[src/inc/epr_pkg.sv]
// shared constants and types of the exception priority resolver
// assumes a single core clock domain and the plain register port of epr_top
package epr_pkg;

  // ***********************************************
  // sizes and types
  // ***********************************************
  localparam int unsigned NUM_EXC = 32;
  localparam int unsigned NUM_IRQ = 8;
  typedef logic [4:0] epr_num_t;
  typedef logic [3:0] epr_lvl_t;
  typedef logic [2:0] epr_pri_t;
  typedef logic [7:0] epr_addr_t;

  // ***********************************************
  // exception numbers
  // ***********************************************
  localparam epr_num_t EXC_RESET  = 5'h01;
  localparam epr_num_t EXC_NMI    = 5'h02;
  localparam epr_num_t EXC_HARD   = 5'h03;
  localparam epr_num_t EXC_MEM    = 5'h04;
  localparam epr_num_t EXC_BUS    = 5'h05;
  localparam epr_num_t EXC_USAGE  = 5'h06;
  localparam epr_num_t EXC_SVC    = 5'h0b;
  localparam epr_num_t EXC_DEBUG  = 5'h0c;
  localparam epr_num_t EXC_PENDABLE_SERVICE_REQUEST = 5'h0e;
  localparam epr_num_t EXC_TICK   = 5'h0f;
  localparam epr_num_t EXC_IRQ0   = 5'h10;
  // numbers 1..6, 11, 12, 14, 15 and 16..23; 0, 7..10, 13 are reserved
  localparam logic [NUM_EXC-1:0] EXC_IMPL = 32'h00ffd87e;

  // ***********************************************
  // effective levels: lower wins; -3,-2,-1 map to 0,1,2
  // ***********************************************
  localparam epr_lvl_t LVL_RESET    = 4'h0;
  localparam epr_lvl_t LVL_NMI      = 4'h1;
  localparam epr_lvl_t LVL_HARD     = 4'h2;
  localparam epr_lvl_t LVL_CFG_BASE = 4'h3;
  localparam epr_lvl_t LVL_THREAD   = 4'hf;

  // ***********************************************
  // priority field inside each byte
  // ***********************************************
  localparam int unsigned PRI_HI = 7;
  localparam int unsigned PRI_LO = 5;

  // ***********************************************
  // register offsets and reset values
  // ***********************************************
  localparam epr_addr_t REG_FAULT_EN  = 8'h00;
  localparam epr_addr_t REG_SYS_PRI_A = 8'h04;
  localparam epr_addr_t REG_SYS_PRI_B = 8'h08;
  localparam epr_addr_t REG_IRQ_PRI_A = 8'h0c;
  localparam epr_addr_t REG_IRQ_PRI_B = 8'h10;
  localparam epr_addr_t REG_IRQ_EN    = 8'h14;
  localparam epr_addr_t REG_PEND      = 8'h18;
  localparam epr_addr_t REG_STATUS    = 8'h1c;
  localparam logic [2:0]         RST_FAULT_EN = 3'h0;
  localparam epr_pri_t           RST_PRI      = 3'h0;
  localparam logic [NUM_IRQ-1:0] RST_IRQ_EN   = 8'h00;
  localparam logic [NUM_EXC-1:0] RST_PEND     = 32'h00000002;
  // status fields
  localparam int unsigned STAT_WIN_LO = 8;
  localparam int unsigned STAT_FAULT  = 16;

endpackage : epr_pkg

[src/inc/epr_cand_if.sv]
// candidate set and winner between epr_top and epr_arbiter
// assumes epr_pkg is compiled first
interface epr_cand_if;
  import epr_pkg::*;
  logic     [NUM_EXC-1:0] req;
  epr_lvl_t [NUM_EXC-1:0] lvl;
  logic                   win_valid;
  epr_num_t               win_num;
  epr_lvl_t               win_lvl;
  modport src (output req, output lvl, input win_valid, input win_num, input win_lvl);
  modport arb (input req, input lvl, output win_valid, output win_num, output win_lvl);
endinterface : epr_cand_if

[src/hdl/epr_sync.sv]
// three-stage synchroniser for pin inputs
// assumes inputs are asynchronous to ref_clk; output moves once stages two and three agree
module epr_sync #(
  parameter int unsigned W = 1
) (
  input  wire logic         ref_clk,
  input  wire logic         rst_n,
  input  wire logic [W-1:0] async_in,
  output logic      [W-1:0] sync_out
);

  typedef struct packed {
    logic [W-1:0] s1;
    logic [W-1:0] s2;
    logic [W-1:0] s3;
    logic [W-1:0] stable;
  } epr_sync_st_t;

  epr_sync_st_t st;
  epr_sync_st_t next_st;

  always_comb
  begin
    next_st        = st;
    next_st.s1     = async_in;
    next_st.s2     = st.s1;
    next_st.s3     = st.s2;
    // s1 feeds only s2; a bit moves only where s2 and s3 agree
    next_st.stable = (st.s2 & st.s3) | (st.stable & (st.s2 ^ st.s3));
  end

  always_ff @(posedge ref_clk or negedge rst_n)
  begin
    if (!rst_n)
      st <= '0;
    else
      st <= next_st;
  end

  assign sync_out = st.stable;

endmodule : epr_sync

[src/hdl/epr_arbiter.sv]
// picks the lowest level candidate, lowest number on a tie
// assumes every candidate level is below LVL_THREAD
module epr_arbiter (
  epr_cand_if.arb cand
);
  import epr_pkg::*;

  always_comb
  begin
    cand.win_valid = 1'b0;
    cand.win_num   = '0;
    cand.win_lvl   = LVL_THREAD;
    // descending scan with <= lets the smaller number take a tie
    for (int i = NUM_EXC - 1; i >= 0; i--)
    begin
      if (cand.req[i] && (cand.lvl[i] <= cand.win_lvl))
      begin
        cand.win_valid = 1'b1;
        cand.win_num   = epr_num_t'(i);
        cand.win_lvl   = cand.lvl[i];
      end
    end
  end

endmodule : epr_arbiter

[src/hdl/epr_top.sv]
// exception recognition and priority resolution for the core
// assumes one core clock ref_clk, core events as one-cycle pulses on ref_clk,
// pins asynchronous, and a core that answers stack and unstack requests
//
// Overview of operation
// - of several pending requests only the highest effective priority is taken
// - reset is number 1 at level -3; nmi is number 2 at level -2
// - hard fault number 3 at -1 catches faults blocked by priority or disabled
// - memory, bus and usage faults have enables; disabled ones become hard fault
// - execute-never fetch raises memory management, number 4; no protection unit source
// - fault-region access raises bus fault, number 5, configurable priority
// - undefined or faulty instruction raises usage fault, number 6, configurable
// - supervisor call instruction raises number 11, configurable priority
// - debug monitor is number 12, taken only while not faulting
// - pendable service request is 14, system tick timer is 15, both configurable
// - pin and peripheral interrupts start at 16; 7 to 10 and 13 reserved
// - interrupt priorities from interrupt registers, the other configurable ones from system fields; reset, nmi and hard fault are fixed
// - on the 8-bit scale 0 to 255, lower value means higher priority
// - equal priority goes to the smaller exception number
// - each configurable priority keeps only 3 significant bits
// - those bits sit at [7:5]; the lower five bits read zero
// - on acceptance save state and branch, except reset which branches at once; on handler exit restore state
module epr_top (
  input  wire logic                          ref_clk,
  input  wire logic                          rst_n,
  input  wire epr_pkg::epr_addr_t            reg_addr,
  input  wire logic [31:0]                   reg_wdata,
  input  wire logic                          reg_wr,
  input  wire logic                          reg_rd,
  output logic      [31:0]                   reg_rdata,
  input  wire logic                          nmi_pin,
  input  wire logic [epr_pkg::NUM_IRQ-1:0]   irq_pin,
  input  wire logic                          watchdog_nmi,
  input  wire logic                          watchdog_reset,
  input  wire logic                          software_reset_request,
  input  wire logic                          fetch_execute_never,
  input  wire logic                          bus_fault_access,
  input  wire logic                          usage_fault_event,
  input  wire logic                          svc_exec,
  input  wire logic                          system_tick_event,
  input  wire logic                          debug_monitor_event,
  input  wire logic                          stack_done,
  input  wire logic                          unstack_done,
  input  wire logic                          handler_exit,
  output logic                               stack_start,
  output logic                               handler_branch,
  output epr_pkg::epr_num_t                  handler_number,
  output logic                               unstack_start,
  output epr_pkg::epr_num_t                  active_number
);
  import epr_pkg::*;

  // ***********************************************
  // state
  // ***********************************************
  typedef enum logic [1:0] {ST_RUN, ST_STACK, ST_UNSTACK} epr_state_t;

  typedef struct packed {
    epr_state_t                  state;
    logic [2:0]                  fault_en;
    epr_pri_t [NUM_EXC-1:0]      pri;
    logic [NUM_IRQ-1:0]          irq_en;
    logic [NUM_EXC-1:0]          pend;
    logic [NUM_EXC-1:0]          active;
    logic                        nmi_last;
    epr_num_t                    target;
    logic [31:0]                 rdata;
    logic                        stack_start;
    logic                        handler_branch;
    epr_num_t                    handler_number;
    logic                        unstack_start;
    epr_num_t                    active_number;
  } epr_top_st_t;

  epr_top_st_t st;
  epr_top_st_t next_st;

  logic [NUM_IRQ-1:0] irq_sync;
  logic               nmi_sync;
  logic               faulting;
  epr_lvl_t           cur_lvl;
  epr_lvl_t [NUM_EXC-1:0] lvl;

  epr_cand_if pend_c ();
  epr_cand_if act_c ();

  // ***********************************************
  // pin synchronisers and arbiters
  // ***********************************************
  epr_sync #(
    .W (NUM_IRQ + 1)
  ) u_sync (
    .ref_clk  (ref_clk),
    .rst_n    (rst_n),
    .async_in ({nmi_pin, irq_pin}),
    .sync_out ({nmi_sync, irq_sync})
  );

  // one arbiter picks what to take, the other finds the running level
  epr_arbiter u_pend_arb (
    .cand (pend_c.arb)
  );

  epr_arbiter u_act_arb (
    .cand (act_c.arb)
  );

  // ***********************************************
  // effective levels
  // ***********************************************
  always_comb
  begin
    for (int n = 0; n < NUM_EXC; n++)
    begin
      // 3-bit field lifted above the fixed levels
      lvl[n] = epr_lvl_t'(LVL_CFG_BASE + epr_lvl_t'(st.pri[n]));
    end
    lvl[EXC_RESET] = LVL_RESET;
    lvl[EXC_NMI]   = LVL_NMI;
    lvl[EXC_HARD]  = LVL_HARD;
  end

  assign faulting = |st.active[EXC_USAGE:EXC_HARD];
  assign cur_lvl  = act_c.win_valid ? act_c.win_lvl : LVL_THREAD;

  always_comb
  begin
    pend_c.req = st.pend & EXC_IMPL;
    for (int k = 0; k < NUM_IRQ; k++)
    begin
      pend_c.req[EXC_IRQ0 + k] = st.pend[EXC_IRQ0 + k] & st.irq_en[k];
    end
    pend_c.req[EXC_DEBUG] = st.pend[EXC_DEBUG] & ~faulting;
    pend_c.lvl = lvl;
    act_c.req  = st.active;
    act_c.lvl  = lvl;
  end

  // ***********************************************
  // byte lane owners of the priority registers
  // ***********************************************
  function automatic logic [5:0] epr_owner(input epr_addr_t a, input int unsigned k);
    logic [5:0] r;
    r = '0;
    unique case (a)
      REG_SYS_PRI_A:
        if (k < 3)
          r = {1'b1, epr_num_t'(EXC_MEM + k)};
      REG_SYS_PRI_B:
        unique case (k)
          0: r = {1'b1, EXC_SVC};
          1: r = {1'b1, EXC_DEBUG};
          2: r = {1'b1, EXC_PENDABLE_SERVICE_REQUEST};
          default: r = {1'b1, EXC_TICK};
        endcase
      REG_IRQ_PRI_A:
        r = {1'b1, epr_num_t'(EXC_IRQ0 + k)};
      REG_IRQ_PRI_B:
        r = {1'b1, epr_num_t'(EXC_IRQ0 + 4 + k)};
      default:
        r = '0;
    endcase
    return r;
  endfunction : epr_owner

  // ***********************************************
  // next state
  // ***********************************************
  always_comb
  begin
    logic [NUM_EXC-1:0] set_p;
    logic [NUM_EXC-1:0] clr_p;
    logic [5:0]         own;
    logic [2:0]         f_ev;
    epr_num_t           f_num;
    next_st                = st;
    set_p                  = '0;
    clr_p                  = '0;
    own                    = '0;
    f_num                  = EXC_MEM;
    f_ev                   = '0;
    next_st.stack_start    = 1'b0;
    next_st.handler_branch = 1'b0;
    next_st.unstack_start  = 1'b0;
    next_st.rdata          = '0;
    next_st.nmi_last       = nmi_sync;

    // event sources
    set_p[EXC_RESET]  = watchdog_reset | software_reset_request;
    set_p[EXC_NMI]    = watchdog_nmi | (nmi_sync & ~st.nmi_last);
    set_p[EXC_SVC]    = svc_exec;
    set_p[EXC_DEBUG]  = debug_monitor_event;
    set_p[EXC_TICK]   = system_tick_event;
    set_p[EXC_IRQ0 +: NUM_IRQ] = irq_sync;
    f_ev = {usage_fault_event, bus_fault_access, fetch_execute_never};
    for (int f = 0; f < 3; f++)
    begin
      f_num = epr_num_t'(EXC_MEM + f);
      if (f_ev[f])
      begin
        // disabled or blocked by a running handler of equal or lower level
        if (!st.fault_en[f] || (lvl[f_num] >= cur_lvl))
          set_p[EXC_HARD] = 1'b1;
        else
          set_p[f_num] = 1'b1;
      end
    end

    // register port
    if (reg_wr)
    begin
      unique case (reg_addr)
        REG_FAULT_EN: next_st.fault_en = reg_wdata[2:0];
        REG_IRQ_EN:   next_st.irq_en   = reg_wdata[NUM_IRQ-1:0];
        REG_PEND:
        begin
          set_p[EXC_PENDABLE_SERVICE_REQUEST] = set_p[EXC_PENDABLE_SERVICE_REQUEST] | reg_wdata[EXC_PENDABLE_SERVICE_REQUEST];
          set_p[EXC_DEBUG]  = set_p[EXC_DEBUG] | reg_wdata[EXC_DEBUG];
        end
        default:
          for (int k = 0; k < 4; k++)
          begin
            own = epr_owner(reg_addr, k);
            if (own[5])
              next_st.pri[own[4:0]] = reg_wdata[8*k+PRI_LO +: 3];
          end
      endcase
    end
    if (reg_rd)
    begin
      unique case (reg_addr)
        REG_FAULT_EN: next_st.rdata = {29'h0, st.fault_en};
        REG_IRQ_EN:   next_st.rdata = {24'h0, st.irq_en};
        REG_PEND:     next_st.rdata = st.pend;
        REG_STATUS:
        begin
          next_st.rdata[4:0] = st.active_number;
          next_st.rdata[STAT_WIN_LO +: 5] = pend_c.win_num;
          next_st.rdata[STAT_FAULT] = faulting;
        end
        default:
          for (int k = 0; k < 4; k++)
          begin
            own = epr_owner(reg_addr, k);
            if (own[5])
              next_st.rdata[8*k +: 8] = {st.pri[own[4:0]], 5'h00};
          end
      endcase
    end

    // acceptance and return
    unique case (st.state)
      ST_RUN:
        if (pend_c.win_valid && (pend_c.win_lvl < cur_lvl))
        begin
          if (pend_c.win_num == EXC_RESET)
          begin
            // reset discards all nesting and needs no saved state
            next_st.active         = '0;
            clr_p[EXC_RESET]       = 1'b1;
            next_st.handler_branch = 1'b1;
            next_st.handler_number = EXC_RESET;
            next_st.active_number  = EXC_RESET;
          end
          else
          begin
            next_st.target      = pend_c.win_num;
            next_st.stack_start = 1'b1;
            next_st.state       = ST_STACK;
          end
        end
        else if (handler_exit && act_c.win_valid)
        begin
          next_st.active[act_c.win_num] = 1'b0;
          next_st.unstack_start = 1'b1;
          next_st.state         = ST_UNSTACK;
        end
      ST_STACK:
        if (stack_done)
        begin
          clr_p[st.target]          = 1'b1;
          next_st.active[st.target] = 1'b1;
          next_st.handler_branch    = 1'b1;
          next_st.handler_number    = st.target;
          next_st.active_number     = st.target;
          next_st.state             = ST_RUN;
        end
      ST_UNSTACK:
        if (unstack_done)
        begin
          // level already dropped when the exit was taken
          next_st.active_number = act_c.win_valid ? act_c.win_num : '0;
          next_st.state         = ST_RUN;
        end
      default:
        next_st.state = ST_RUN;
    endcase

    // a new event wins over the clear of the same cycle
    next_st.pend = ((st.pend & ~clr_p) | set_p) & EXC_IMPL;
  end

  always_ff @(posedge ref_clk or negedge rst_n)
  begin
    if (!rst_n)
    begin
      st          <= '0;
      st.state    <= ST_RUN;
      st.fault_en <= RST_FAULT_EN;
      st.pri      <= {NUM_EXC{RST_PRI}};
      st.irq_en   <= RST_IRQ_EN;
      st.pend     <= RST_PEND;
    end
    else
      st <= next_st;
  end

  // ***********************************************
  // outputs
  // ***********************************************
  assign reg_rdata      = st.rdata;
  assign stack_start    = st.stack_start;
  assign handler_branch = st.handler_branch;
  assign handler_number = st.handler_number;
  assign unstack_start  = st.unstack_start;
  assign active_number  = st.active_number;

endmodule : epr_top

[config.mk]
export PLATFORM = sky130hd
export DESIGN_NAME = epr_top
export DESIGN_NICKNAME = d
export VERILOG_FILES = /design/src/inc/epr_pkg.sv /design/src/inc/epr_cand_if.sv /design/src/hdl/epr_sync.sv /design/src/hdl/epr_arbiter.sv /design/src/hdl/epr_top.sv
export SDC_FILE = /design/constraint.sdc
export NUM_CORES = 1
export LEC_CHECK = 0
export BUFFER_PORTS_ARGS = -buffer_cell sky130_fd_sc_hd__buf_2
export CAP_MARGIN = 25
export CORE_AREA = 5 5 210 171
export CTS_CLUSTER_DIAMETER = 100
export CTS_CLUSTER_SIZE = 16
export DETAILED_ROUTE_END_ITERATION = 7
export DIE_AREA = 0 0 215 176
export PLACE_DENSITY = 0.81
export SLEW_MARGIN = 20
export SYNTH_ARGS = -nofsm -noshare
export SYNTH_HDL_FRONTEND = slang
export SYNTH_SLANG_ARGS = --single-unit
[constraint.sdc]
create_clock -name ref_clk -period 49.5 [get_ports ref_clk]
set_input_delay 2.475 -clock ref_clk [delete_from_list [all_inputs] [get_ports ref_clk]]
set_output_delay 2.475 -clock ref_clk [all_outputs]
set_load 0.05 [all_outputs]
==> qor.yml <==
synth_seq_cells: 233
clock_skew_ns: 0.0184
final_util_pct: 66.1
synthDistinctLibCells: 133
cts_tree: "built"
drtIter0Drc: 2338
routed_via_density: 6.64
r2r_slack_ns: 2.55
clock_tree.buffer_depth: 3
io_buffers: 90
crit_type: "flop to flop"
initial_core_util_pct: 62.4
syn_area_mm2: 0.0208
grt_pass1_vias: 18100
place_ws_ns: -0.414
setup_slack_ns: 2.55
cts_root_buf: "clkbuf_16"
drt_wl_total_mm: 62.9
hold_class: "flop to flop"
syn_inst: 2498
arrival_ns: 47.35
vias: 19600
post-route-period-util_pct: 94.9
reg2reg_to: "act_c.req[5]$_DFFE_PN0P_"
rows: 60
worstPathRequired_ns: 49.90
dp_cells: 2902
post-dp-hpwl_mm: 49.5
gp_congestion: 0.996
post_drt_wl_per_cell_um: 21.4
max_stage_delay_ns: 0.49
layout_common_cells: "dfrtp_1, nand2_1, inv_1"
p_per_area_mw_per_mm2: 27.8
htreeDepth: 1
fmax_ghz: 0.0213
area_growth_pct: 6.00
relSlewSlack_pct: 37.3
r2r-start: "st[216]$_DFFE_PN0P_"
grt_pass1_wl_mm: 98.6
drtPass1Iterations: 6
die_y_um: 176
ys_seq_area_share_pct: 28.0
maxCapViolCount: 0
cts_made_buffers: 19
cp_slowest_cell: "or3_2"
syn_area_per_cell_um2: 8.34
path_max_fanout: 11
start_kind: "flop"
hold_path.startpoint: "u_sync.next_st[24]$_DFF_PN0_"
status: "complete, no violations"
insertion_delay_ns: 0.52
cts_sinks: 233
gr-total-overflow: 0
ir_drop_v: 0.0000313
synthArstFlopShare_pct: 100
pin_count: 110
ff2ff_path_depth: 233
grt_start_max_net_pins: 98
yosysWarnings: 0
yosys_most_used_dff: "dfrtp_1"
worst_pin_slew_ns: 0.935
cpMostUsedCell: "ha_1"
clk_pin_slew_ns: 0.08
holdBufCountCts: 0
min_to: "u_sync.next_st[15]$_DFF_PN0_"
layout_commonest_cell: "dfrtp_1"
drive_above_1_share_pct: 14.7
finalMaxSlewViolations: 0
coreArea_mm2: 0.0334
hold_viol: 0
drc: 0
die-area_mm2: 0.0378
cp-end-kind: "flop"
ant_nets: 0
antenna_found_initial: 0
setup_viol: 0
min_period_ns: 46.95
synth_edf_count: 0
nNetsFinal: 2736
die_w_um: 215
fill_cells: 2728
hold_depth: 0
grt_use_total_pct: 31.7
p_leak_nw: 10.1
instances_no_fill: 2945
## cells in the mapped netlist (all sizes together) (21+ instances only)
cell | instances | area [um2]
nand3 | 81 | 410
o211ai | 23 | 196
nand2 | 229 | 862
nand2b | 50 | 320
a21oi | 162 | 833
a211oi | 24 | 233
o31ai | 38 | 309
or2 | 22 | 138
a31oi | 26 | 175
buf | 65 | 492
xor2 | 26 | 228
clkbuf | 67 | 280
and3 | 21 | 133
nor3 | 38 | 200
xnor2 | 33 | 289
mux2 | 98 | 1110
mux2i | 29 | 290
nor2b | 34 | 213
nor2 | 178 | 668
and2 | 41 | 259
ha | 171 | 2140
inv | 198 | 743
o21ai | 212 | 1060
o21a | 23 | 173
dfrtp | 232 | 5810
a21o | 35 | 263
## repair_timing
action	in CTS	in global routing
pin swaps	0	9
resized for setup	5	73
buffers inserted	3	8
setup endpoints to repair	33	57
## per-stage QoR
stage	hold slack (ns)	cell area (um2)	TNS, ns	power (mW)
after floorplan	0.331	20900	0	0.394
after global placement	0.333	21100	0	0.449
after detailed placement	0.335	21100	-6.57	0.459
after CTS	0.350	21700	0	0.606
after global routing	0.360	22100	-9.07	0.651
final	0.350	22100	0	0.615
## layer usage
layer  vias to the layer above  global-route usage, %  part of all wire (%)
met5                         -                      0                     0
met4                         0                   9.09                   3.9
met3                       146                   5.16                    10
met2                       973                   49.5                    43
met1                      9388                   46.0                    43
li1                       9044                      -                     -
## logic make-up after synthesis
group | share of synthesized area [%]
mux | 6.74
xor+xnor | 2.48
flops | 28.0
simple gates | 18.8
other cells | 0.0180
buf+inv | 7.44
fa+ha+maj | 10.9
compound gates | 25.6
## layout make-up
type / count / area [um2] / share of cell area [%]
clock inverter: 4 / 35.0 / 0.159
tap: 434 / 543 / 2.46
clock buffer: 27 / 515 / 2.33
timing repair buffer: 111 / 626 / 2.83
sequential: 233 / 5830 / 26.4
multi-input combinational: 1935 / 13800 / 62.4
antenna: 1 / 2.50 / 0.0113
inverter: 200 / 751 / 3.40
## where the power goes
group	switching (mW)	internal [mW]
Sequential	0.0140	0.199
Clock	0.0725	0.0734
Combinational	0.164	0.0918
Total	0.251	0.364
## registers in the layout, indices dropped and copies added (netlist names), 5 cells and up
signal           flops
st                 116
act_c.req           32
reg_rdata           27
u_sync.next_st      18
pend_c.req           9
u_sync.st            9
u_sync.sync_out      9
active_number        5
handler_number       5
## worst max-delay path by stage
stage               cells past startpoint                   endpoint                start
finish                                233   act_c.req[5]$_DFFE_PN0P_  st[216]$_DFFE_PN0P_
global route                          237   act_c.req[1]$_DFFE_PN0P_  st[216]$_DFFE_PN0P_
CTS                                   234  act_c.req[10]$_DFFE_PN0P_  st[216]$_DFFE_PN0P_
detailed placement                    232  act_c.req[30]$_DFFE_PN0P_  st[216]$_DFFE_PN0P_
global placement                      236  act_c.req[10]$_DFFE_PN0P_  st[216]$_DFFE_PN0P_
floorplan                             230  act_c.req[30]$_DFFE_PN0P_  st[216]$_DFFE_PN0P_
## worst max-delay path: cells and delay by family, from the launching register on
kind	cells	cell delay, ns
AOI/OAI and AO/OA	94	17.64
adders and majority gates	36	10.99
buffers and inverters	18	1.59
DFF	1	0.38
muxes	16	5.13
and+or+nand+nor	69	11.01
No activity file was read; power rests on OpenSTA's default activity.
